$ cat config.mk
export PLATFORM = sky130hd
export DESIGN_NAME = lintmc_core
export DESIGN_NICKNAME = d
export VERILOG_FILES = /design/src/rtl/lintmc_pkg.sv /design/src/rtl/lintmc_core.sv
export SDC_FILE = /design/constraint.sdc
export NUM_CORES = 1
export LEC_CHECK = 0
export ABC_CLOCK_PERIOD_IN_PS = 2700
export BUFFER_PORTS_ARGS = -buffer_cell sky130_fd_sc_hd__buf_4
export CAP_MARGIN = 10
export CELL_PAD_IN_SITES_DETAIL_PLACEMENT = 2
export CELL_PAD_IN_SITES_GLOBAL_PLACEMENT = 2
export CORE_UTILIZATION = 39
export CTS_BUF_LIST = sky130_fd_sc_hd__clkbuf_16
export DETAILED_ROUTE_END_ITERATION = 8
export PLACE_DENSITY = 0.83
export REMOVE_ABC_BUFFERS = 1
export SYNTH_ARGS = -nofsm -noshare
export SYNTH_HDL_FRONTEND = slang
export SYNTH_SLANG_ARGS = --single-unit
$ cat constraint.sdc
create_clock -name core_clk -period 2.7 [get_ports core_clk]
set_clock_uncertainty 0.2 [all_clocks]
set_input_delay 0.27 -clock core_clk [delete_from_list [all_inputs] [get_ports core_clk]]
set_output_delay 0.27 -clock core_clk [all_outputs]
set_load 0.03 [all_outputs]
$ cat src/rtl/lintmc_pkg.sv
// package: constants and types for the single-wire bus transceiver mode control
package lintmc_pkg;

	// transceiver mode field codes (wake-capable reads 01)
	typedef enum logic [1:0] {
		LINTMC_TRX_OFF    = 2'h0,
		LINTMC_TRX_WAKE   = 2'h1,
		LINTMC_TRX_RXONLY = 2'h2,
		LINTMC_TRX_NORMAL = 2'h3
	} lintmc_trx_t;

	// chip operating modes seen by this block
	typedef enum logic [2:0] {
		LINTMC_CHIP_NORMAL   = 3'h0,
		LINTMC_CHIP_STOP     = 3'h1,
		LINTMC_CHIP_SLEEP    = 3'h2,
		LINTMC_CHIP_RESTART  = 3'h3,
		LINTMC_CHIP_FAILSAFE = 3'h4,
		LINTMC_CHIP_SWDEV    = 3'h5
	} lintmc_chip_t;

	// wake request towards the chip mode controller
	typedef struct packed {
		logic irq_n;
		logic to_restart;
		logic wd_enable;
	} lintmc_wake_req_t;

	// register map
	localparam logic [3:0] LINTMC_ADDR_CTRL   = 4'h0;
	localparam logic [3:0] LINTMC_ADDR_WKSTAT = 4'h1;
	localparam logic [3:0] LINTMC_ADDR_FAIL   = 4'h2;
	localparam logic [3:0] LINTMC_ADDR_STATUS = 4'h3;

	// control register fields
	localparam int LINTMC_CTRL_MODE_LSB = 0;
	localparam int LINTMC_CTRL_SLOPE    = 2;
	localparam int LINTMC_CTRL_WDWAKE   = 3;
	// wake status / failure fields
	localparam int LINTMC_WK_BUS        = 0;
	localparam int LINTMC_FAIL_TXTO     = 0;
	localparam int LINTMC_FAIL_CLAMP    = 1;

	localparam logic [7:0] LINTMC_CTRL_RESET = 8'h00;

	// timing
	localparam int LINTMC_CLK_MHZ       = 200;
	localparam int LINTMC_WAKE_FILT_US  = 30;
	localparam int LINTMC_EN_TIME_US    = 10;
	localparam int LINTMC_TX_TO_MS      = 4;
	localparam int LINTMC_BUS_TO_MS     = 4;
	localparam int LINTMC_WAKE_FILT_CYC = LINTMC_WAKE_FILT_US * LINTMC_CLK_MHZ;
	localparam int LINTMC_EN_TIME_CYC   = LINTMC_EN_TIME_US * LINTMC_CLK_MHZ;
	localparam int LINTMC_TX_TO_CYC     = LINTMC_TX_TO_MS * 1000 * LINTMC_CLK_MHZ;
	localparam int LINTMC_BUS_TO_CYC    = LINTMC_BUS_TO_MS * 1000 * LINTMC_CLK_MHZ;
	localparam int LINTMC_CNT_W         = 20;

endpackage : lintmc_pkg

$ cat src/rtl/lintmc_core.sv
// single-wire bus transceiver mode control, wake detection and fault supervision
//
// Functional notes
// off mode after reset, allowed everywhere
// off mode ignores bus wake-up
// normal mode only in chip normal/swdev
// tx low drives bus dominant
// rx output follows bus state
// controller keeps tx high during enabling
// stale dominant blocked; next fresh low sent
// receive-only: driver off; normal/stop only
// wake mode selectable; forced in fail-safe
// wake on release after long dominant
// rx held low after wake until change
// mode field still reads wake code
// rearm by mode toggle or chip mode
// wake in stop/normal: interrupt, flag, rx
// controller commands normal after stop wake
// stop wake enables watchdog if configured
// sleep/restart/failsafe wake go to restart
// no interrupt from sleep; source readable
// tx timeout disables driver, sets failure
// re-enable after recessive, then enabling time
// bus dominant timeout sets failure flag
// undervoltage disables driver and receiver
// undervoltage keeps selected mode
// wake filter between 30 and 150 us
// normal slope default; low slope latched
// timing as clock counts, parameterised
// failure flag sticky until software clears
//
// Design decisions made here: the placing of the registers and the address-and-strobe port.
`timescale 1ns/1ps

module lintmc_core
	import lintmc_pkg::*;
#(
	parameter int TX_TO_CYC  = LINTMC_TX_TO_CYC,
	parameter int BUS_TO_CYC = LINTMC_BUS_TO_CYC
) (
	// clock and reset
	input  wire logic             core_clk,
	input  wire logic             rstn,
	// register port
	input  wire logic [3:0]       reg_addr,
	input  wire logic [7:0]       reg_wdata,
	input  wire logic             reg_wr,
	input  wire logic             reg_rd,
	output logic      [7:0]       reg_rdata,
	// serial chip select, for deferred slope change
	input  wire logic             spi_csn,
	// chip state
	input  wire lintmc_chip_t     chip_mode,
	input  wire logic             wd_enabled,
	input  wire logic             supply_uv,
	// controller side
	input  wire logic             bus_tx_input,
	output logic                  bus_rx_pin,
	// bus side
	input  wire logic             bus_level,
	output logic                  bus_drive_dom,
	output logic                  low_slope,
	// wake reaction to chip controller
	output lintmc_wake_req_t      wake_req
);

	localparam logic [LINTMC_CNT_W-1:0] EN_MAX   = LINTMC_CNT_W'(LINTMC_EN_TIME_CYC);
	localparam logic [LINTMC_CNT_W-1:0] FILT_MAX = LINTMC_CNT_W'(LINTMC_WAKE_FILT_CYC);
	localparam logic [LINTMC_CNT_W-1:0] TXTO_MAX = LINTMC_CNT_W'(TX_TO_CYC);
	localparam logic [LINTMC_CNT_W-1:0] BUSTO_MAX = LINTMC_CNT_W'(BUS_TO_CYC);

	function automatic logic mode_allowed(lintmc_trx_t m, lintmc_chip_t c);
		case (m)
			LINTMC_TRX_OFF:    mode_allowed = 1'b1;
			LINTMC_TRX_NORMAL: mode_allowed = (c == LINTMC_CHIP_NORMAL) ||
			                                  (c == LINTMC_CHIP_SWDEV);
			LINTMC_TRX_RXONLY: mode_allowed = (c == LINTMC_CHIP_NORMAL) ||
			                                  (c == LINTMC_CHIP_STOP);
			LINTMC_TRX_WAKE:   mode_allowed = (c != LINTMC_CHIP_SWDEV) &&
			                                  (c != LINTMC_CHIP_FAILSAFE);
			default:           mode_allowed = 1'b0;
		endcase
	endfunction : mode_allowed

	function automatic logic is_rearm_mode(lintmc_chip_t c);
		is_rearm_mode = (c == LINTMC_CHIP_STOP) || (c == LINTMC_CHIP_SLEEP) ||
		                (c == LINTMC_CHIP_FAILSAFE);
	endfunction : is_rearm_mode

	typedef enum logic [1:0] {EN_IDLE, EN_WAIT, EN_ARMED, EN_TIMEOUT} lintmc_en_t;

	lintmc_trx_t               mode_reg;
	logic                      slope_pend_reg;
	logic                      low_slope_reg;
	logic                      wd_wake_cfg_reg;
	logic                      wake_flag_reg;
	logic [1:0]                fail_reg;
	logic                      woken_reg;
	lintmc_chip_t              chip_prev_reg;
	lintmc_en_t                en_state_reg;
	logic [LINTMC_CNT_W-1:0]   en_cnt_reg;
	logic [LINTMC_CNT_W-1:0]   txto_cnt_reg;
	logic [LINTMC_CNT_W-1:0]   busto_cnt_reg;
	logic [LINTMC_CNT_W-1:0]   filt_cnt_reg;
	logic                      filt_ok_reg;
	logic                      bus_prev_reg;

	logic          wr_ctrl;
	logic          wr_mode_ok;
	logic          chip_rearm;
	logic          wake_event;
	logic          drv_active;
	logic          tx_timeout;
	logic          bus_clamp;
	lintmc_trx_t   wr_mode;

	assign wr_ctrl    = reg_wr && (reg_addr == LINTMC_ADDR_CTRL);
	assign wr_mode    = lintmc_trx_t'(reg_wdata[LINTMC_CTRL_MODE_LSB +: 2]);
	assign wr_mode_ok = wr_ctrl && mode_allowed(wr_mode, chip_mode);
	assign chip_rearm = (chip_mode != chip_prev_reg) && is_rearm_mode(chip_mode);
	// wake counts only in wake mode with receiver powered
	assign wake_event = (mode_reg == LINTMC_TRX_WAKE) && !woken_reg && !supply_uv &&
	                    filt_ok_reg && !bus_prev_reg && bus_level;
	assign tx_timeout = (txto_cnt_reg == TXTO_MAX);
	assign bus_clamp  = (busto_cnt_reg == BUSTO_MAX);

	// mode register; undervoltage never touches it
	always_ff @(posedge core_clk or negedge rstn) begin
		if (!rstn) begin
			mode_reg <= LINTMC_TRX_OFF;
		end else if (chip_mode == LINTMC_CHIP_FAILSAFE && chip_prev_reg != chip_mode) begin
			mode_reg <= LINTMC_TRX_WAKE;
		end else if (wr_mode_ok) begin
			mode_reg <= wr_mode;
		end
	end

	// woken state: rx held low, cleared on a write that changes the mode or on chip rearm
	always_ff @(posedge core_clk or negedge rstn) begin
		if (!rstn) begin
			woken_reg <= 1'b0;
		end else if (wake_event) begin
			woken_reg <= 1'b1;
		end else if ((wr_mode_ok && wr_mode != mode_reg) || chip_rearm) begin
			woken_reg <= 1'b0;
		end
	end

	always_ff @(posedge core_clk or negedge rstn) begin
		if (!rstn) begin
			chip_prev_reg <= LINTMC_CHIP_NORMAL;
			bus_prev_reg  <= 1'b1;
		end else begin
			chip_prev_reg <= chip_mode;
			bus_prev_reg  <= bus_level;
		end
	end

	// wake filter: dominant must outlast the minimum filter time
	always_ff @(posedge core_clk or negedge rstn) begin
		if (!rstn) begin
			filt_cnt_reg <= '0;
			filt_ok_reg  <= 1'b0;
		end else if (bus_level) begin
			filt_cnt_reg <= '0;
			filt_ok_reg  <= 1'b0;
		end else if (filt_cnt_reg == FILT_MAX) begin
			filt_ok_reg  <= 1'b1;
		end else begin
			filt_cnt_reg <= filt_cnt_reg + 1'b1;
		end
	end

	// software settings, slope latched on chip-select release
	always_ff @(posedge core_clk or negedge rstn) begin
		if (!rstn) begin
			slope_pend_reg  <= LINTMC_CTRL_RESET[LINTMC_CTRL_SLOPE];
			low_slope_reg   <= LINTMC_CTRL_RESET[LINTMC_CTRL_SLOPE];
			wd_wake_cfg_reg <= LINTMC_CTRL_RESET[LINTMC_CTRL_WDWAKE];
		end else begin
			if (wr_ctrl) begin
				wd_wake_cfg_reg <= reg_wdata[LINTMC_CTRL_WDWAKE];
				if (chip_mode == LINTMC_CHIP_NORMAL) begin
					slope_pend_reg <= reg_wdata[LINTMC_CTRL_SLOPE];
				end
			end
			if (spi_csn) begin
				low_slope_reg <= slope_pend_reg;
			end
		end
	end

	// wake status: set wins over write-one-to-clear
	always_ff @(posedge core_clk or negedge rstn) begin
		if (!rstn) begin
			wake_flag_reg <= 1'b0;
		end else if (wake_event) begin
			wake_flag_reg <= 1'b1;
		end else if (reg_wr && reg_addr == LINTMC_ADDR_WKSTAT && reg_wdata[LINTMC_WK_BUS]) begin
			wake_flag_reg <= 1'b0;
		end
	end

	// failure flags sticky, set wins over write-one-to-clear
	always_ff @(posedge core_clk or negedge rstn) begin
		if (!rstn) begin
			fail_reg <= '0;
		end else begin
			for (int i = 0; i < 2; i++) begin
				if ((i == LINTMC_FAIL_TXTO) ? tx_timeout : bus_clamp) begin
					fail_reg[i] <= 1'b1;
				end else if (reg_wr && reg_addr == LINTMC_ADDR_FAIL && reg_wdata[i]) begin
					fail_reg[i] <= 1'b0;
				end
			end
		end
	end

	// tx dominant timeout counter
	always_ff @(posedge core_clk or negedge rstn) begin
		if (!rstn) begin
			txto_cnt_reg <= '0;
		end else if (bus_tx_input || mode_reg != LINTMC_TRX_NORMAL) begin
			txto_cnt_reg <= '0;
		end else if (!tx_timeout) begin
			txto_cnt_reg <= txto_cnt_reg + 1'b1;
		end
	end

	// bus clamp counter
	always_ff @(posedge core_clk or negedge rstn) begin
		if (!rstn) begin
			busto_cnt_reg <= '0;
		end else if (bus_level || mode_reg == LINTMC_TRX_OFF || supply_uv) begin
			busto_cnt_reg <= '0;
		end else if (!bus_clamp) begin
			busto_cnt_reg <= busto_cnt_reg + 1'b1;
		end
	end

	// enabling sequence; restarted by mode entry, uv recovery and timeout release
	always_ff @(posedge core_clk or negedge rstn) begin
		if (!rstn) begin
			en_state_reg <= EN_IDLE;
			en_cnt_reg   <= '0;
		end else if (mode_reg != LINTMC_TRX_NORMAL || supply_uv) begin
			en_state_reg <= EN_IDLE;
			en_cnt_reg   <= '0;
		end else begin
			case (en_state_reg)
				EN_IDLE: begin
					en_state_reg <= EN_WAIT;
					en_cnt_reg   <= '0;
				end
				EN_WAIT: begin
					if (en_cnt_reg == EN_MAX) begin
						en_state_reg <= EN_ARMED;
					end else begin
						en_cnt_reg <= en_cnt_reg + 1'b1;
					end
				end
				EN_ARMED: begin
					if (tx_timeout) begin
						en_state_reg <= EN_TIMEOUT;
					end
				end
				EN_TIMEOUT: begin
					if (bus_tx_input) begin
						en_state_reg <= EN_IDLE;
					end
				end
				default: en_state_reg <= EN_IDLE;
			endcase
		end
	end

	// driver gate: a low already present at arming is held off until tx goes high
	logic fresh_reg;
	always_ff @(posedge core_clk or negedge rstn) begin
		if (!rstn) begin
			fresh_reg <= 1'b0;
		end else if (en_state_reg != EN_ARMED) begin
			fresh_reg <= 1'b0;
		end else if (bus_tx_input) begin
			fresh_reg <= 1'b1;
		end
	end

	// mode and supply gate directly, so the registered driver output drops at the first clock edge after they change
	assign drv_active = (en_state_reg == EN_ARMED) && fresh_reg && !tx_timeout &&
	                    (mode_reg == LINTMC_TRX_NORMAL) && !supply_uv;

	// outputs from flip-flops
	always_ff @(posedge core_clk or negedge rstn) begin
		if (!rstn) begin
			bus_drive_dom <= 1'b0;
			bus_rx_pin    <= 1'b1;
			wake_req      <= '{irq_n: 1'b1, to_restart: 1'b0, wd_enable: 1'b0};
		end else begin
			bus_drive_dom <= drv_active && !bus_tx_input;
			if (woken_reg || wake_event) begin
				bus_rx_pin <= 1'b0;
			end else if (mode_reg == LINTMC_TRX_NORMAL || mode_reg == LINTMC_TRX_RXONLY) begin
				bus_rx_pin <= supply_uv ? 1'b1 : bus_level;
			end else begin
				bus_rx_pin <= 1'b1;
			end
			wake_req.irq_n <= !(wake_event && (chip_mode == LINTMC_CHIP_STOP ||
			                   chip_mode == LINTMC_CHIP_NORMAL));
			wake_req.to_restart <= wake_event && (chip_mode == LINTMC_CHIP_SLEEP ||
			                       chip_mode == LINTMC_CHIP_RESTART ||
			                       chip_mode == LINTMC_CHIP_FAILSAFE);
			wake_req.wd_enable <= wake_event && chip_mode == LINTMC_CHIP_STOP &&
			                      !wd_enabled && wd_wake_cfg_reg;
		end
	end

	assign low_slope = low_slope_reg;

	// register read, data valid the cycle after the strobe
	always_ff @(posedge core_clk or negedge rstn) begin
		if (!rstn) begin
			reg_rdata <= '0;
		end else if (reg_rd) begin
			case (reg_addr)
				LINTMC_ADDR_CTRL:   reg_rdata <= {4'h0, wd_wake_cfg_reg, slope_pend_reg,
				                                  mode_reg};
				LINTMC_ADDR_WKSTAT: reg_rdata <= {7'h00, wake_flag_reg};
				LINTMC_ADDR_FAIL:   reg_rdata <= {6'h00, fail_reg};
				LINTMC_ADDR_STATUS: reg_rdata <= {4'h0, woken_reg, drv_active, low_slope_reg,
				                                  supply_uv};
				default:            reg_rdata <= 8'h00;
			endcase
		end else begin
			reg_rdata <= '0;
		end
	end

	AST_OFF_AT_RESET: assert property (@(posedge core_clk) $rose(rstn) |->
		mode_reg == LINTMC_TRX_OFF) else $error("mode not off after reset");
	AST_OFF_NO_WAKE: assert property (@(posedge core_clk) disable iff (!rstn)
		$past(mode_reg) == LINTMC_TRX_OFF |-> wake_req.irq_n && !wake_req.to_restart)
		else $error("wake reaction in off mode");
	AST_NORMAL_GATE: assert property (@(posedge core_clk) disable iff (!rstn)
		$changed(mode_reg) && mode_reg == LINTMC_TRX_NORMAL |->
		$past(chip_mode) inside {LINTMC_CHIP_NORMAL, LINTMC_CHIP_SWDEV})
		else $error("normal mode entered in wrong chip mode");
	AST_NO_DRIVE_TX_HIGH: assert property (@(posedge core_clk) disable iff (!rstn)
		$past(bus_tx_input) |-> !bus_drive_dom) else $error("dominant with tx high");
	AST_RXONLY_NO_DRV: assert property (@(posedge core_clk) disable iff (!rstn)
		$past(mode_reg) == LINTMC_TRX_RXONLY |-> !bus_drive_dom)
		else $error("driver on in receive-only");
	AST_WAKE_RX_LOW: assert property (@(posedge core_clk) disable iff (!rstn)
		wake_event |=> !bus_rx_pin [*2]) else $error("rx not held low after wake");
	AST_STOP_IRQ: assert property (@(posedge core_clk) disable iff (!rstn)
		wake_event && chip_mode == LINTMC_CHIP_STOP |=> !wake_req.irq_n)
		else $error("no interrupt on stop wake");
	AST_SLEEP_NO_IRQ: assert property (@(posedge core_clk) disable iff (!rstn)
		wake_event && chip_mode == LINTMC_CHIP_SLEEP |=> wake_req.irq_n && wake_req.to_restart)
		else $error("wrong sleep wake reaction");
	AST_TXTO_FAIL: assert property (@(posedge core_clk) disable iff (!rstn)
		tx_timeout |=> fail_reg[LINTMC_FAIL_TXTO] && !bus_drive_dom)
		else $error("tx timeout not handled");
	AST_UV_NO_DRV: assert property (@(posedge core_clk) disable iff (!rstn)
		supply_uv |=> !bus_drive_dom) else $error("driver on in undervoltage");

	COV_WAKE: cover property (@(posedge core_clk) disable iff (!rstn) wake_event);
	COV_DOMINANT: cover property (@(posedge core_clk) disable iff (!rstn) bus_drive_dom);
	COV_TXTO: cover property (@(posedge core_clk) disable iff (!rstn) tx_timeout);
	COV_CLAMP: cover property (@(posedge core_clk) disable iff (!rstn) bus_clamp);

endmodule : lintmc_core

After elaboration in Yosys (flattened, before gate mapping)
Cells that the tools add are included.
- bits in registers: 110
- latch bits: 0
- bits in writable memories: 0
- bits in read-only memories: 0
- input bits: 24
- output and inout bits: 14
- word-level logic and storage cells: 158
- memories: 0
- $add $sub $neg: 4
- $mul: 0
- div/mod/pow operators: 0
- $lt $le $gt $ge: 0
- equal/unequal tests: 35
- shift-type cells: 0
- multiplexer cells: 34
- bitwise logic cells: 0
- reductions and logical operators: 62
- operators with widths (cell ; number):
    two-way mux 20 bit ; 8
    adder 20 x 1 -> 20 bit (second input constant) ; 4
    equality test 20 bit (second input constant) ; 2
    one-hot mux 20 bit (2 select lines) ; 1
    logical AND 1 bit ; 26
    equality test 20 x 11 -> 1 bit (second input constant) ; 1
    equality test 20 x 13 -> 1 bit (second input constant) ; 1
    != test 3 bit (second input constant) ; 6
    one-hot mux 4 bit (4 select lines) ; 1
    two-way mux 1 bit ; 15
    nonzero test 2 bit ; 7
    logical OR 1 bit ; 13
    equality test 2 bit (second input constant) ; 6
    two-way mux 2 bit ; 6
    equality test 4 x 2 -> 1 bit (second input constant) ; 2
    two-way mux 8 bit ; 1
    one-hot mux 2 bit (4 select lines) ; 1
    zero test 1 bit ; 7
    equality test 2 x 1 -> 1 bit (second input constant) ; 3
    equality test 3 x 2 -> 1 bit (second input constant) ; 2
    equality test 3 bit (second input constant) ; 2
    zero test 2 bit ; 3
    != test 2 bit (second input constant) ; 3
    != test 3 bit ; 2
    10 further kinds ; 12

Logic depth before layout (Yosys ltp)
- word-level depth: 9
- depth in mapped cells: 8
- gate-level depth less buffers: 7

Worst setup path before layout
No wires, ideal clock.
- path type: reg-to-reg
- start: register en_cnt_reg[0]
- end: register en_state_reg[0]
- library setup time: 120 ps
- arrival time: 1713 ps
- data required time: 2380 ps
- slack: 667 ps
- cell stages (with the launch flop): 8
- path buffers: 0
- clock period less this slack: 2033 ps
- path through: dfrtp_1 inv_1 ha_1 nor4bb_1 a21oi_1 a221o_1 or3_1 o211a_1
- cells in the longest elaborated chain, start to end: 3
- ends and longest elaborated chain (element ; RTL line ; RTL):
    start: declaration ; lintmc_core.sv:101 ; logic [LINTMC_CNT_W-1:0] en_cnt_reg;
    start signal: assignment ; lintmc_core.sv:259 ; en_cnt_reg <= en_cnt_reg + 1'b1;
    equality test 20 x 11 -> 1 bit ; lintmc_core.sv:256 ; if (en_cnt_reg == EN_MAX) begin
    != test 3 bit (no source line) ; n/a ;
    AND reduction 3 bit (no source line) ; n/a ;
    end signal: assignment ; lintmc_core.sv:252 ; en_state_reg <= EN_WAIT;
    end signal: assignment ; lintmc_core.sv:257 ; en_state_reg <= EN_ARMED;
    end signal: assignment ; lintmc_core.sv:264 ; en_state_reg <= EN_TIMEOUT;
    end: declaration ; lintmc_core.sv:100 ; lintmc_en_t en_state_reg;
Every way passes these cells.
A chain may end at the register's enable or synchronous reset.

Worst setup path in the final report
- start: register woken_reg
- end: register wake_req[0] in the netlist's numbering
- cells in the longest elaborated chain, start to end: 9
- ends and longest elaborated chain (element ; RTL line ; RTL):
    start: declaration ; lintmc_core.sv:98 ; logic woken_reg;
    start signal: assignment ; lintmc_core.sv:141 ; woken_reg <= 1'b0;
    start signal: assignment ; lintmc_core.sv:143 ; woken_reg <= 1'b1;
    start signal: assignment ; lintmc_core.sv:145 ; woken_reg <= 1'b0;
    zero test 1 bit ; lintmc_core.sv:122 ; assign wake_event = (mode_reg == LINTMC_TRX_WAKE) && !woken_reg && !supply_uv &&
    logical AND 1 bit (3 in a row) ; lintmc_core.sv:122 ;
    logical AND 1 bit (2 in a row) ; lintmc_core.sv:123 ; filt_ok_reg && !bus_prev_reg && bus_level;
    logical AND 1 bit (2 in a row) ; lintmc_core.sv:313 ; wake_req.wd_enable <= wake_event && chip_mode == LINTMC_CHIP_STOP &&
    logical AND 1 bit ; lintmc_core.sv:314 ; !wd_enabled && wd_wake_cfg_reg;
    end signal: assignment ; lintmc_core.sv:298 ; wake_req <= '{irq_n: 1'b1, to_restart: 1'b0, wd_enable: 1'b0};
    end: declaration ; lintmc_core.sv:64 ; output lintmc_wake_req_t wake_req
Every way passes these cells.

==> results.cfg <==
[sta]
grt_setup_unrepaired = no
timing.hold.ws_ns = 0.02048
hold_violations = 0
worst_slew_pin_slew_ns = 0.8425
period_share_pct = 89.67
slew_headroom_pct = 43.67
final.setup.tns_ns = 0
period_minus_slack_ns = 2.421
drv_slew = 0
max_freq_ghz = 0.4130
worst_slack_ns = 0.2789
setup_viol = 0

[power]
power.total_uw = 3294
power_density_nw_per_um2 = 520.8
p_leak_uw = 0.002702
ir_drop_mv = 0.3431

[critical_path]
path_class = flip-flop to flip-flop
cpMaxStageDelayCell = dlygate4sd3_1
crit_family = simple AND/OR/NAND/NOR gates
end_kind = flip-flop
cpPeakStageDelay_ns = 0.57
critPathMaxFanout = 5
cp_data_arrival_time_ns = 2.52
crit_buf_inv = 1
r2r_slack_ns = 0.28
cp-start-kind = flip-flop
path_cells = nor4bb_1 > nand3_1 > or3_1 > nor3_1 > dlygate4sd3_1
required_ns = 2.80

[placement]
post-place-ws_ns = 0.3228
gp_congestion = 0.7486
hpwlAfterDp_um = 10460
port_buffers = 29

[floorplanning]
io_pins = 38
rows = 42
die_y_um = 120.5
core_um2 = 13450
initial_core_util_pct = 40.70
dieArea_um2 = 14520
fp.dieW_um = 120.5

[synthesis]
synth_flop_cell = dfrtp_1
synth-warning-count = 0
synth_edf_count = 0
ys_seq_elements = 106
synth_area_um2 = 5475
async_flop_share_pct = 100.0
yosysUniqueCellTypes = 60
ys_seq_area_share_pct = 48.51
synthesis.instances = 552
synth_area_per_cell_um2 = 9.919

[min_path]
hp-class = input port to flip-flop

[detailed_routing]
vias = 4276
wire_per_inst_um = 19.18
antenna_left = 0
postRouteWirelength_um = 14880
viasPerCell = 5.510
drt_pass1_iterations = 4
drc = 0
first_iter_violations = 100

[cts]
post_cts_buffers = 0
cts_tree = yes
htree_levels = 3
clockBufferDepth = 2
clk_pin_slew_ns = 0.07
cts_sinks = 106
cts_buffers = 9
cts_root_buf = clkbuf_16
clock_latency_ns = 0.36

[grt]
overflow = 0
antenna_found_initial = 0
grt_pass1_wl_um = 25480
grt_pass1_vias = 4863
grt_start_max_net_pins = 58
track_usage_pct = 22.72

[cells_and_area]
drive_above_1_share_pct = 11.67
nets = 632
fill_cells = 1455
diodes = 0
final_common_cell = dfrtp_1
area_growth_pct = 15.54
layout_common_cells = dfrtp_1, nor2_1, xor2_1

[flow_run]
drv_cap = 0

[status]
status = complete, no violations
where the power goes:
group / switching [µW] / internal [µW] / total [µW]
registers: 31.8 / 1610 / 1650
logic: 128 / 83.4 / 212
clock network: 624 / 813 / 1440
per-stage QoR:
stage | util [%] | area (µm²) | cells
floorplan | - | 5405 | 538
global placement | 43.86 | 5901 | 749
detailed placement | 43.86 | 5901 | 749
CTS | 47.02 | 6326 | 776
global route | 47.02 | 6326 | 776
finish | 47.02 | 6326 | 776
path summary, 6_finish.rpt:
kind / cells after the start / end / start
worst min-delay path: 3 / reg_rdata[3] / reg_addr[1]
max in group asynchronous: 3 / bus_rx_pin / rstn
min in group asynchronous: 2 / en_cnt_reg[11] / rstn
worst min register to register: 2 / fail_reg[1] / fail_reg[1]
worst max register to register: 5 / wake_req[0] / woken_reg
worst max-delay path: 5 / wake_req[0] / woken_reg
logic make-up (layout without fill, tap and decap cells):
| family | count (synthesis) | in the layout | share of synthesized area (%) |
|---|---|---|---|
| flip-flops | 106 | 106 | 48.51 |
| XOR/XNOR | 68 | 68 | 10.88 |
| adder cells (fa/ha/maj) | 13 | 13 | 2.971 |
| multiplexers | 11 | 11 | 2.354 |
| buffers and inverters | 36 | 81 | 2.788 |
| AO/OA/AOI/OAI | 55 | 55 | 6.239 |
| other | 1 | 4 | 0.06849 |
| AND/OR/NAND/NOR | 262 | 262 | 26.19 |
worst min-delay path: cells and delay by family:
family / cells / cell delay [ns]
AND/OR/NAND/NOR: 1 / 0.07
AO/OA/AOI/OAI: 1 / 0.06
buffers and inverters: 1 / 0.14
layer usage:
layer	vias up	global-route usage, %	wire, µm
met5	-	0	0
met4	0	6.019	229
met3	19	4.623	313
met2	48	41.95	7988
met1	2209	26.57	6349
li1	2000	-	-
what timing repair did:
| action | in CTS | in global routing |
|---|---|---|
| gates resized for setup | 0 | 0 |
| hold endpoints to repair | 39 | 0 |
| endpoints found under the setup margin | 0 | 0 |
| hold buffers | 11 | 0 |
layout make-up:
class	instances	area, µm²	area share (%)
clock inverters	7	90.09	1.424
inverters	19	71.32	1.127
flip-flops and latches	106	2656	41.99
multi-input cells	413	2678	42.33
repair buffers	46	385.4	6.092
clock buffers	9	225.2	3.560
well taps	176	220.2	3.481
cells in the mapped netlist, drive strengths merged (8+ instances only):
| master | count | share of area, % |
|---|---|---|
| and3 | 13 | 1.5 |
| nand2 | 35 | 2.4 |
| xnor2 | 16 | 2.6 |
| xor2 | 52 | 8.3 |
| or3 | 11 | 1.3 |
| a21oi | 15 | 1.4 |
| nor3 | 8 | 1.0 |
| dfrtp | 103 | 47 |
| and4 | 12 | 2.0 |
| ha | 13 | 3.0 |
| nand3 | 41 | 4.1 |
| nor2 | 91 | 6.4 |
| clkbuf | 11 | 0.75 |
| o21ai | 23 | 2.1 |
| nand4 | 19 | 2.2 |
| inv | 19 | 1.3 |
Note: power is estimated with default switching activity, not from simulation.
